[config.mk]
export PLATFORM = sky130hd
export DESIGN_NAME = dhi_ctrl
export DESIGN_NICKNAME = d
export VERILOG_FILES = /design/src/logic/dhi_pkg.sv /design/src/logic/dhi_ctrl.sv /design/src/logic/dhi_mem.sv
export VERILOG_INCLUDE_DIRS = /design/src /design/src/logic
export SDC_FILE = /design/constraint.sdc
export NUM_CORES = 2
export LEC_CHECK = 0
export ABC_AREA = 1
export BUFFER_PORTS_ARGS = -buffer_cell sky130_fd_sc_hd__clkbuf_2
export CAP_MARGIN = 30
export CORE_MARGIN = 2
export CORE_UTILIZATION = 45
export CTS_CLUSTER_SIZE = 10
export DETAILED_ROUTE_END_ITERATION = 10
export GPL_TIMING_DRIVEN = 1
export PLACE_DENSITY_LB_ADDON = 0.2
export SYNTH_ARGS = -nofsm -noshare
export SYNTH_HDL_FRONTEND = slang
export SYNTH_MEMORY_MAX_BITS = 65536
export SYNTH_SLANG_ARGS = --single-unit
[constraint.sdc]
create_clock -name CORE_CLK -period 8.3 [get_ports CORE_CLK]
set_input_delay 2.075 -clock CORE_CLK [delete_from_list [all_inputs] [get_ports CORE_CLK]]
set_output_delay 2.075 -clock CORE_CLK [all_outputs]
set_load 0.05 [all_outputs]
[src/logic/dhi_params.svh]
// Register map, field positions, reset values and link constants of the
// display host controller. Definitions only; included by the design files.
`ifndef DHI_PARAMS_SVH
`define DHI_PARAMS_SVH
`define DHI_OFF_CTRL 8'h00
`define DHI_OFF_CMD 8'h04
`define DHI_OFF_STAT 8'h08
`define DHI_OFF_HTIM 8'h0c
`define DHI_OFF_VTIM 8'h10
`define DHI_OFF_PIX 8'h14
`define DHI_CTRL_RST 8'h4e
`define DHI_HTIM_RST 24'h0a140a
`define DHI_VTIM_RST 24'h040202
`define DHI_C_STRAP 3:0
`define DHI_C_RGB 4
`define DHI_C_F18 5
`define DHI_C_DE 6
`define DHI_C_PRST 7
`define DHI_T_SYNC 7:0
`define DHI_T_BP 15:8
`define DHI_T_FP 23:16
`define DHI_W_WORD 17:0
`define DHI_W_FLAG 24
`define DHI_P_ADDR 31:24
`define DHI_P_DATA 17:0
`define DHI_IM_P16 4'h8
`define DHI_IM_P8 4'h9
`define DHI_IM_P18 4'ha
`define DHI_IM_P9 4'hb
`define DHI_IM_S3 4'hd
`define DHI_IM_S4 4'he
`define DHI_SER3_BITS 4'h9
`define DHI_SER4_BITS 4'h8
`define DHI_H_ACT 240
`define DHI_V_ACT 320
`define DHI_DOT_DIV 8
`define DHI_SCK_HALF 4
`endif

[src/logic/dhi_pkg.sv]
// Types shared by the display host controller and its bench.
// Assumes nothing beyond a SystemVerilog compiler.
package dhi_pkg;
   typedef enum logic [3:0] {
      ST_IDLE = 4'h1,
      ST_LO = 4'h2,
      ST_HI = 4'h4,
      ST_END = 4'h8
   } dhi_state_t;
   typedef struct packed {
      logic psel;
      logic penable;
      logic pwrite;
      logic [7:0] paddr;
      logic [31:0] pwdata;
   } dhi_apb_req_t;
   typedef struct packed {
      logic vsync_n;
      logic hsync_n;
      logic de;
      logic pixel_clock;
   } dhi_rgb_t;
endpackage
[src/logic/dhi_ctrl.sv]
// Host controller for a small TFT panel: serial or parallel command link
// and an RGB pixel port with programmable sync and porch widths.
// Assumes an APB master on CORE_CLK and the panel wired to the pins.
//
// Notes on behaviour
// - Strap code picks host bus: 8 16-bit, 9 8-bit, a 18-bit, b 9-bit.
// - Strap d gives 3-wire serial with 9-bit words, e 4-wire with 8-bit.
// - In serial modes DC_SCLK pin is clock; 4-wire mode uses write strobe pin as flag.
// - Host lowers select, flag bit goes first, sampled on first rise.
// - Data changes on falling clock, MSB first; device samples rising.
// - 4-wire mode: exactly eight clocks per byte, no embedded flag.
// - Line: sync 2-16, back porch 2-24, 240 pixels, front 2-16 dots.
// - Frame: sync 1-4, back porch 1+, 320 lines, front porch 3+ lines.
// - Timing uses all polarities zero: low syncs, data on falling dot.
// - RGB format 110 uses all eighteen data lines.
// - RGB format 101 uses D17..D13 and D11..D1.
// - In 16-bit RGB mode D12 and D0 are held low.
// - Serial command link stays usable while RGB port streams.
`timescale 1ns/10ps
`default_nettype none
`include "dhi_params.svh"
module dhi_ctrl #(
   parameter int unsigned H_ACT = `DHI_H_ACT,
   parameter int unsigned V_ACT = `DHI_V_ACT,
   parameter int unsigned DOT_DIV = `DHI_DOT_DIV,
   parameter int unsigned SCK_HALF = `DHI_SCK_HALF
) (
   input wire logic CORE_CLK,
   input wire logic SRST,
   input wire dhi_pkg::dhi_apb_req_t APB_REQ,
   output logic PREADY,
   output logic [31:0] PRDATA,
   output logic PSLVERR,
   output logic [3:0] STRAPS,
   output logic PANEL_RST_N,
   output logic SELECT_N,
   output logic WR_FLAG,
   output logic DC_SCLK,
   output logic READ_STROBE_N,
   output logic SDI_OUT,
   input wire logic SDO_IN,
   output logic [17:0] DATA_OUT,
   output var dhi_pkg::dhi_rgb_t RGB
);
   import dhi_pkg::*;

   logic [7:0] ctrl_q;
   logic [23:0] htim_q, vtim_q;
   logic pready_q, pslverr_q, rd_n_q;
   logic [31:0] prdata_q;
   dhi_state_t st_q;
   logic [7:0] tmr_q, rx_q, dcnt_q;
   logic [3:0] bits_q, rc_q;
   logic [8:0] sh_q;
   logic sel_n_q, wrf_q, dcs_q, sdi_q, flag_q, ser3_q, ser4_q;
   logic sdo_m_q, sdo_s_q;
   logic [17:0] data_q, rd_pix;
   logic pclk_q, hs_n_q, vs_n_q, de_q, vact_q;
   logic [10:0] hcnt_q, vcnt_q;

   // Bus decode
   wire [7:0] addr = APB_REQ.paddr;
   wire acc = APB_REQ.psel & APB_REQ.penable;
   wire take = acc & pready_q;
   wire wr = take & APB_REQ.pwrite;
   wire h_ctrl = addr == `DHI_OFF_CTRL;
   wire h_cmd = addr == `DHI_OFF_CMD;
   wire h_stat = addr == `DHI_OFF_STAT;
   wire h_htim = addr == `DHI_OFF_HTIM;
   wire h_vtim = addr == `DHI_OFF_VTIM;
   wire h_pix = addr == `DHI_OFF_PIX;
   wire mapped = h_ctrl | h_cmd | h_stat | h_htim | h_vtim | h_pix;
   wire busy = st_q != ST_IDLE;
   wire [31:0] stat_w = {16'h0, rx_q, 6'h0, vact_q, busy};
   wire [31:0] rd_w = h_ctrl ? {24'h0, ctrl_q} :
                      h_stat ? stat_w :
                      h_htim ? {8'h0, htim_q} :
                      h_vtim ? {8'h0, vtim_q} : 32'h0;

   // Mode selection
   wire [3:0] strap = ctrl_q[`DHI_C_STRAP];
   wire rgb_en = ctrl_q[`DHI_C_RGB];
   wire f18 = ctrl_q[`DHI_C_F18];
   wire de_en = ctrl_q[`DHI_C_DE];
   wire m3 = strap == `DHI_IM_S3;
   wire m4 = strap == `DHI_IM_S4;
   wire ser = ser3_q | ser4_q;

   // Command launch; refused silently while a transfer runs
   wire go = wr & h_cmd & ~busy;
   wire [17:0] w = APB_REQ.pwdata[`DHI_W_WORD];
   wire fl = APB_REQ.pwdata[`DHI_W_FLAG];
   wire [8:0] sh_ld = m3 ? {fl, w[7:0]} : {w[7:0], 1'b0};
   wire [3:0] nbits = m3 ? `DHI_SER3_BITS : m4 ? `DHI_SER4_BITS : 4'h1;
   wire [17:0] par_w = (strap == `DHI_IM_P16) ?
                       {w[15:8], 1'b0, w[7:0], 1'b0} :
                       (strap == `DHI_IM_P8) ? {w[7:0], 10'h0} :
                       (strap == `DHI_IM_P9) ? {w[8:0], 9'h0} : w;
   wire tmr_end = tmr_q == 8'(SCK_HALF - 1);
   wire e_rise = (st_q == ST_LO) & tmr_end;
   wire e_hi_end = (st_q == ST_HI) & tmr_end;
   wire e_fall = e_hi_end & (bits_q != 4'h1);
   wire e_done = (st_q == ST_END) & tmr_end;

   // Line and frame geometry
   wire [10:0] hs = {3'h0, htim_q[`DHI_T_SYNC]};
   wire [10:0] h_lo = hs + {3'h0, htim_q[`DHI_T_BP]};
   wire [10:0] h_hi = h_lo + 11'(H_ACT);
   wire [10:0] h_tot = h_hi + {3'h0, htim_q[`DHI_T_FP]};
   wire [10:0] vs = {3'h0, vtim_q[`DHI_T_SYNC]};
   wire [10:0] v_lo = vs + {3'h0, vtim_q[`DHI_T_BP]};
   wire [10:0] v_hi = v_lo + 11'(V_ACT);
   wire [10:0] v_tot = v_hi + {3'h0, vtim_q[`DHI_T_FP]};
   wire h_wrap = hcnt_q == h_tot - 11'h1;
   wire v_wrap = vcnt_q == v_tot - 11'h1;
   wire [10:0] h_nx = h_wrap ? 11'h0 : hcnt_q + 11'h1;
   wire [10:0] v_nx = !h_wrap ? vcnt_q : v_wrap ? 11'h0 : vcnt_q + 11'h1;
   wire v_act = (v_nx >= v_lo) && (v_nx < v_hi);
   wire act_nx = (h_nx >= h_lo) && (h_nx < h_hi) && v_act;
   wire [10:0] col = h_nx - h_lo;
   wire dhalf = dcnt_q == 8'(DOT_DIV / 2 - 1);
   wire dend = dcnt_q == 8'(DOT_DIV - 1);
   wire [17:0] pix_map = f18 ? rd_pix :
                         {rd_pix[15:11], 1'b0, rd_pix[10:0], 1'b0};

   // Column address is settled a whole dot before its data is needed
   dhi_mem #(.W(18), .AW(8)) u_line (
      .clk(CORE_CLK),
      .we(wr & h_pix),
      .waddr(APB_REQ.pwdata[`DHI_P_ADDR]),
      .wdata(APB_REQ.pwdata[`DHI_P_DATA]),
      .raddr(col[7:0]),
      .rdata(rd_pix)
   );

   always_ff @(posedge CORE_CLK) begin
      if (SRST) begin
         pready_q <= 1'b0;
         pslverr_q <= 1'b0;
         prdata_q <= 32'h0;
      end else begin
         pready_q <= acc & ~pready_q;
         pslverr_q <= acc & ~pready_q & ~mapped;
         prdata_q <= (acc & ~pready_q & ~APB_REQ.pwrite) ? rd_w : 32'h0;
      end
   end

   always_ff @(posedge CORE_CLK) begin
      if (SRST) begin
         ctrl_q <= `DHI_CTRL_RST;
         htim_q <= `DHI_HTIM_RST;
         vtim_q <= `DHI_VTIM_RST;
      end else begin
         if (wr & h_ctrl) ctrl_q <= APB_REQ.pwdata[7:0];
         if (wr & h_htim) htim_q <= APB_REQ.pwdata[23:0];
         if (wr & h_vtim) vtim_q <= APB_REQ.pwdata[23:0];
      end
   end

   // Device output is asynchronous to us
   always_ff @(posedge CORE_CLK) begin
      sdo_m_q <= SDO_IN;
      sdo_s_q <= sdo_m_q;
      rd_n_q <= 1'b1;
   end

   always_ff @(posedge CORE_CLK) begin
      if (SRST) begin
         st_q <= ST_IDLE;
         tmr_q <= 8'h0;
      end else begin
         tmr_q <= (go || tmr_end) ? 8'h0 : tmr_q + 8'h1;
         case (st_q)
            ST_IDLE: if (go) st_q <= ST_LO;
            ST_LO: if (tmr_end) st_q <= ST_HI;
            ST_HI: if (tmr_end) st_q <= (bits_q == 4'h1) ? ST_END : ST_LO;
            ST_END: if (tmr_end) st_q <= ST_IDLE;
            default: st_q <= ST_IDLE;
         endcase
      end
   end

   // Pins shared by parallel and serial use
   always_ff @(posedge CORE_CLK) begin
      if (SRST) begin
         sel_n_q <= 1'b1;
         wrf_q <= 1'b1;
         dcs_q <= 1'b1;
      end else begin
         if (go) sel_n_q <= 1'b0;
         else if (e_done) sel_n_q <= 1'b1;
         if (go) wrf_q <= m4 ? fl : m3;
         else if (e_rise & ~ser) wrf_q <= 1'b1;
         if (go) dcs_q <= (m3 | m4) ? 1'b0 : fl;
         else if (e_rise & ser) dcs_q <= 1'b1;
         else if (e_fall & ser) dcs_q <= 1'b0;
      end
   end

   always_ff @(posedge CORE_CLK) begin
      if (SRST) begin
         sh_q <= 9'h0;
         sdi_q <= 1'b0;
         bits_q <= 4'h0;
         rc_q <= 4'h0;
         rx_q <= 8'h0;
      end else if (go) begin
         sdi_q <= sh_ld[8];
         sh_q <= {sh_ld[7:0], 1'b0};
         bits_q <= nbits;
         rc_q <= 4'h0;
      end else begin
         if (e_rise & ser) rc_q <= rc_q + 4'h1;
         if (e_hi_end) bits_q <= bits_q - 4'h1;
         if (e_hi_end & ser) rx_q <= {rx_q[6:0], sdo_s_q};
         if (e_fall & ser) sdi_q <= sh_q[8];
         if (e_fall & ser) sh_q <= {sh_q[7:0], 1'b0};
      end
   end

   // Serial launch is never held off by the pixel port
   always_ff @(posedge CORE_CLK) begin
      if (SRST) begin
         flag_q <= 1'b0;
         ser3_q <= 1'b0;
         ser4_q <= 1'b0;
      end else if (go) begin
         flag_q <= fl;
         ser3_q <= m3;
         ser4_q <= m4;
      end
   end

   always_ff @(posedge CORE_CLK) begin
      if (SRST || !rgb_en) begin
         dcnt_q <= 8'h0;
         pclk_q <= 1'b0;
      end else begin
         dcnt_q <= dend ? 8'h0 : dcnt_q + 8'h1;
         if (dhalf) pclk_q <= 1'b1;
         else if (dend) pclk_q <= 1'b0;
      end
   end

   // Parked at the last dot so the first frame starts whole
   always_ff @(posedge CORE_CLK) begin
      if (SRST || !rgb_en) begin
         hcnt_q <= h_tot - 11'h1;
         vcnt_q <= v_tot - 11'h1;
      end else if (dend) begin
         hcnt_q <= h_nx;
         vcnt_q <= v_nx;
      end
   end

   always_ff @(posedge CORE_CLK) begin
      if (SRST || !rgb_en) begin
         hs_n_q <= 1'b1;
         vs_n_q <= 1'b1;
         de_q <= 1'b0;
         vact_q <= 1'b0;
      end else if (dend) begin
         hs_n_q <= !(h_nx < hs);
         vs_n_q <= !(v_nx < vs);
         de_q <= act_nx & de_en;
         vact_q <= v_act;
      end
   end

   // Parallel word or pixel; no read-back on the data lines
   always_ff @(posedge CORE_CLK) begin
      if (SRST) begin
         data_q <= 18'h0;
      end else if (rgb_en) begin
         if (dend) data_q <= act_nx ? pix_map : 18'h0;
      end else if (go & ~(m3 | m4)) begin
         data_q <= par_w;
      end
   end

   assign PREADY = pready_q;
   assign PRDATA = prdata_q;
   assign PSLVERR = pslverr_q;
   assign STRAPS = ctrl_q[`DHI_C_STRAP];
   assign PANEL_RST_N = ctrl_q[`DHI_C_PRST];
   assign SELECT_N = sel_n_q;
   assign WR_FLAG = wrf_q;
   assign DC_SCLK = dcs_q;
   assign READ_STROBE_N = rd_n_q;
   assign SDI_OUT = sdi_q;
   assign DATA_OUT = data_q;
   assign RGB = {vs_n_q, hs_n_q, de_q, pclk_q};

   // Checking helpers
   logic [11:0] hs_cyc_q, de_cyc_q;
   logic [10:0] vs_ln_q;
   always_ff @(posedge CORE_CLK) begin
      if (SRST) begin
         hs_cyc_q <= 12'h0;
         de_cyc_q <= 12'h0;
         vs_ln_q <= 11'h0;
      end else begin
         hs_cyc_q <= hs_n_q ? 12'h0 : hs_cyc_q + 12'h1;
         de_cyc_q <= de_q ? de_cyc_q + 12'h1 : 12'h0;
         if (vs_n_q) vs_ln_q <= 11'h0;
         else if (dend & h_wrap) vs_ln_q <= vs_ln_q + 11'h1;
      end
   end
endmodule
`default_nettype wire

[src/logic/dhi_mem.sv]
// Pixel line store for the RGB port: one write port, registered read.
// Assumes writer and reader share one clock.
`timescale 1ns/10ps
`default_nettype none
module dhi_mem #(
   parameter int unsigned W = 18,
   parameter int unsigned AW = 8
) (
   input wire logic clk,
   input wire logic we,
   input wire logic [AW-1:0] waddr,
   input wire logic [W-1:0] wdata,
   input wire logic [AW-1:0] raddr,
   output logic [W-1:0] rdata
);
   logic [W-1:0] mem_q [0:(1<<AW)-1];
   always_ff @(posedge clk) begin
      if (we) begin
         mem_q[waddr] <= wdata;
      end
      rdata <= mem_q[raddr];
   end
endmodule
`default_nettype wire

==> summary.md <==
| Metric | Value |
|---|---|
| Result of the run | `completed` |
| Number of synthesized flops with an enable pin | `4,630` |
| Clock period minus final worst setup slack | `7990 ps` |
| Max VDD drop | `198 uV` |
| Most frequent cells in the layout | `sky130_fd_sc_hd__edfxtp_1, sky130_fd_sc_hd__nor2_1, sky130_fd_sc_hd__o21ai_0, sky130_fd_sc_hd__o221ai_1, sky130_fd_sc_hd__mux2i_1` |
| Post-synthesis area per instance | `~14 sq um` |
| Max-slew violation count | `0` |
| Buffers added on ports | `102` |
| R2R Path Start | `htim_q[8]$_SDFFE_PP0P_` |
| Cell repeated most along the worst path | `sky130_fd_sc_hd__inv_1` |
| Synth area leaders | `sky130_fd_sc_hd__edfxtp_1, sky130_fd_sc_hd__mux2i_1, sky130_fd_sc_hd__o221ai_1, sky130_fd_sc_hd__o21ai_0, sky130_fd_sc_hd__nor2_1` |
| Largest fanout of any net on the critical path | `29` |
| Signal arrival time at the worst endpoint | `8990 ps` |
| Count of standard-cell rows | `240` |
| Cells after synthesis | `13,323` |
| Global route overflow | `0` |
| Clock Path Buffers | `4` |
| Cell leakage power | `a little over 80 nW` |
| Critical hold path startpoint | `sdo_m_q$_DFF_P_` |
| Post-route antenna net violation count | `0` |
| Commonest non-fill, non-tap cell in the layout | `sky130_fd_sc_hd__edfxtp_1` |
| Worst-margin pin slew | `1340 ps` |
| Met2 usage | `41.0%` |
| Most used flip-flop cell after synthesis | `sky130_fd_sc_hd__edfxtp_1` |
| Number of warnings printed during yosys synthesis | `0` |
| Effective utilization at floorplan | `45.2%` |
| Clock-pin slew reported for the worst setup and hold paths after clock tree synthesis | `60 ps` |
| Async set-or-reset flop fraction in the synthesized netlist | `0%` |
| Cell type with the largest total area after synthesis | `sky130_fd_sc_hd__edfxtp_1` |
| Power density of the placed cells | `224 mW/mm^2` |
| Netlist Area Pre-Place | `roughly 0.19 sq mm` |
| Layout-stage area growth over the synthesis result | `15.3%` |
| Detailed-route vias per instance | `between 6 and 7` |
| Total I/O pin count | `112` |
| Total detailed-routing wirelength | `594 mm` |
| Worst Setup SP | `htim_q[8]$_SDFFE_PP0P_` |
| Share of layout cells above drive strength 1 | `13.7%` |
| Clock tree from TritonCTS | `built` |
| Area fraction of the dominant cell type after synthesis | `around 72%` |
| Final critical-path share of the clock period | `96.2%` |
| Achievable Freq | `125 MHz` |
| Vias in the first global route | `around 120k` |
| Final number of hold-violating endpoints | `0` |
| Min-Delay Path Class | `reg2reg` |
| Required time of the critical path | `9310 ps` |
| Die width | `around 660 um` |
| #FFs+latches synth | `4,801` |
| Standard cell with the maximum stage delay on the critical path | `sky130_fd_sc_hd__fa_4` |
| Clock latency on the worst-skew pair | `1090 ps` |
| Count of unresolved DRC violations after routing | `0` |
| Number of clock sinks | `a little under 5,000` |
| Final Skew | `62.6 ps` |
| Worst-case headroom to the max-slew limit | `10.3%` |
| Count of routing violations after the opening detailed-route iteration | `between 15,000 and 20,000` |
| Placer congestion estimate | `around 0.9` |
| Global-route wire length before repair | `between 800 and 900 mm` |
| Number of max-cap violations | `0` |
| CP max stage delay | `920 ps` |
| Largest net degree at the start of global routing | `159` |
| Worst hold slack | `330 ps` |
| Critical Path Sink Type | `flip-flop` |
| Busiest grt layer | `met2` |
| Area of the core | `0.427 sq mm` |
| Level count of the clock H-tree | `6` |
| Dpl ws | `222 ps` |
| Number of nets in the final layout | `14,084` |
| HPWL Detailed | `360 mm` |
| Standard cell area after detailed placement | `0.207 sq mm` |
| Setup-failing EPs final | `0` |
| Final non-filler cell area | `0.223 sq mm` |
| Buffer type at the clock tree root | `sky130_fd_sc_hd__clkbuf_16` |
| Number of buffers created by CTS | `roughly 560` |
| Crit path launch type | `flip-flop` |
| Met1 routing resource usage after global routing | `37.9%` |
| First-pass DRT Iterations | `7` |
| Global router's overall resource usage | `26.6%` |
| Sequential area share after synthesis | `73.8%` |
| Die Span Y | `659 um` |
| Type of the worst setup path | `reg2reg` |
| DR WL/cell | `30.0 um` |
| Total number of vias | `122,927` |
| Worst setup margin | `313 ps` |
| Met3 routing resource usage after global routing | `4.95%` |
| Antenna violations before repair | `30` |
| Die ar. | `~0.43 sq mm` |
| Count of different cell masters after synthesis | `55` |
## critical path, delay by kind of cell (launching register included)
family	cells	cell delay, ps
fa+ha+maj	7	2560
compound gates	2	300
flops	1	340
buf+inv	13	1660
xor+xnor	2	360
simple gates	17	2630
## sequential cells by signal, indices dropped and copies added, names as in the netlist, 4 cells and up
name / flops
DATA_OUT: 18
st_q: 4
vcnt_q: 11
ctrl_q: 8
sh_q: 8
vtim_q: 24
tmr_q: 8
rx_q: 8
htim_q: 24
hcnt_q: 11
u_line.rdata: 18
dcnt_q: 8
bits_q: 4
PRDATA: 24
u_line.mem_q: 4608
## area by class of cell
type                       count  area [sq um]
timing repair buffer        1033         10000
sequential                  4801        142000
fill                       34815        205000
inverter                     310          1190
clock buffer                 682         14900
tap                         5687          7120
multi-input combinational   7229         46200
antenna                        7          17.5
clock inverter                63           912
## Yosys cell counts, drive strengths merged (4+ instances only)
cell / instances
nor3: 23
buf: 189
a211oi: 18
nand3: 901
a221oi: 11
a21o: 4
o21ai: 1365
o211ai: 29
nor2: 1530
nand4: 150
o21bai: 5
xor2: 24
fa: 5
o221ai: 1155
nand3b: 7
a31oi: 8
mux2i: 1153
o22ai: 13
inv: 305
a21oi: 313
clkinv: 5
nor4: 8
dfxtp: 171
nand2: 360
ha: 97
or2: 14
edfxtp: 4630
clkbuf: 801
xnor2: 13
## power breakdown
part / internal [mW] / switching, mW
clock: 12.6 / 9.40
combinational: 0.209 / 0.984
sequential: 26.6 / 0.0343
total: 39.4 / 10.4
## path summary, 6_finish.rpt
path	to	slack (ps)	cells after the start
worst min-delay path	sdo_s_q$_DFF_P_	330	0
worst max register to register	u_line.rdata[3]$_DFF_P_	310	41
worst min register to register	sdo_s_q$_DFF_P_	330	0
worst max-delay path	u_line.rdata[3]$_DFF_P_	310	41
## per-stage QoR
step / util [%] / power (mW) / std cells / TNS, ps
finish: 52.1 / 49.8 / 19812 / 0
global route: 52.1 / 51.0 / 19808 / -4.64
CTS: 52.1 / 50.0 / 19800 / 0
detailed placement: 48.4 / 28.3 / 19055 / 0
global placement: 48.3 / 28.2 / 19023 / 0
floorplan: - / 27.4 / 13330 / 0
## repair_timing
item	in CTS	in global routing
hold buffers	0	0
setup endpoints to repair	0	15
gates resized for setup	0	18
setup buffers	0	3
## routing by layer
metal  share of wire (%)  up-vias  wire (um)
met5              0.0096        -         57
met4                 3.7        8      22200
met3                 9.9     1024      58600
met2                  45     6504     270000
met1                  41    62414     243000
li1                    -    52977          -
## kinds of logic after synthesis
logic type               count (synthesis)  synth area share (%)
AO/OA/AOI/OAI                         2929                  9.98
XOR/XNOR                                38                 0.183
adder cells (fa/ha/maj)                102                 0.680
buffers and inverters                 1300                  2.65
flip-flops                            4801                  73.8
multiplexers                          1153                  5.98
other                                    2               0.00389
AND/OR/NAND/NOR                       2998                  6.74
No activity file was read; power rests on OpenSTA's default activity.
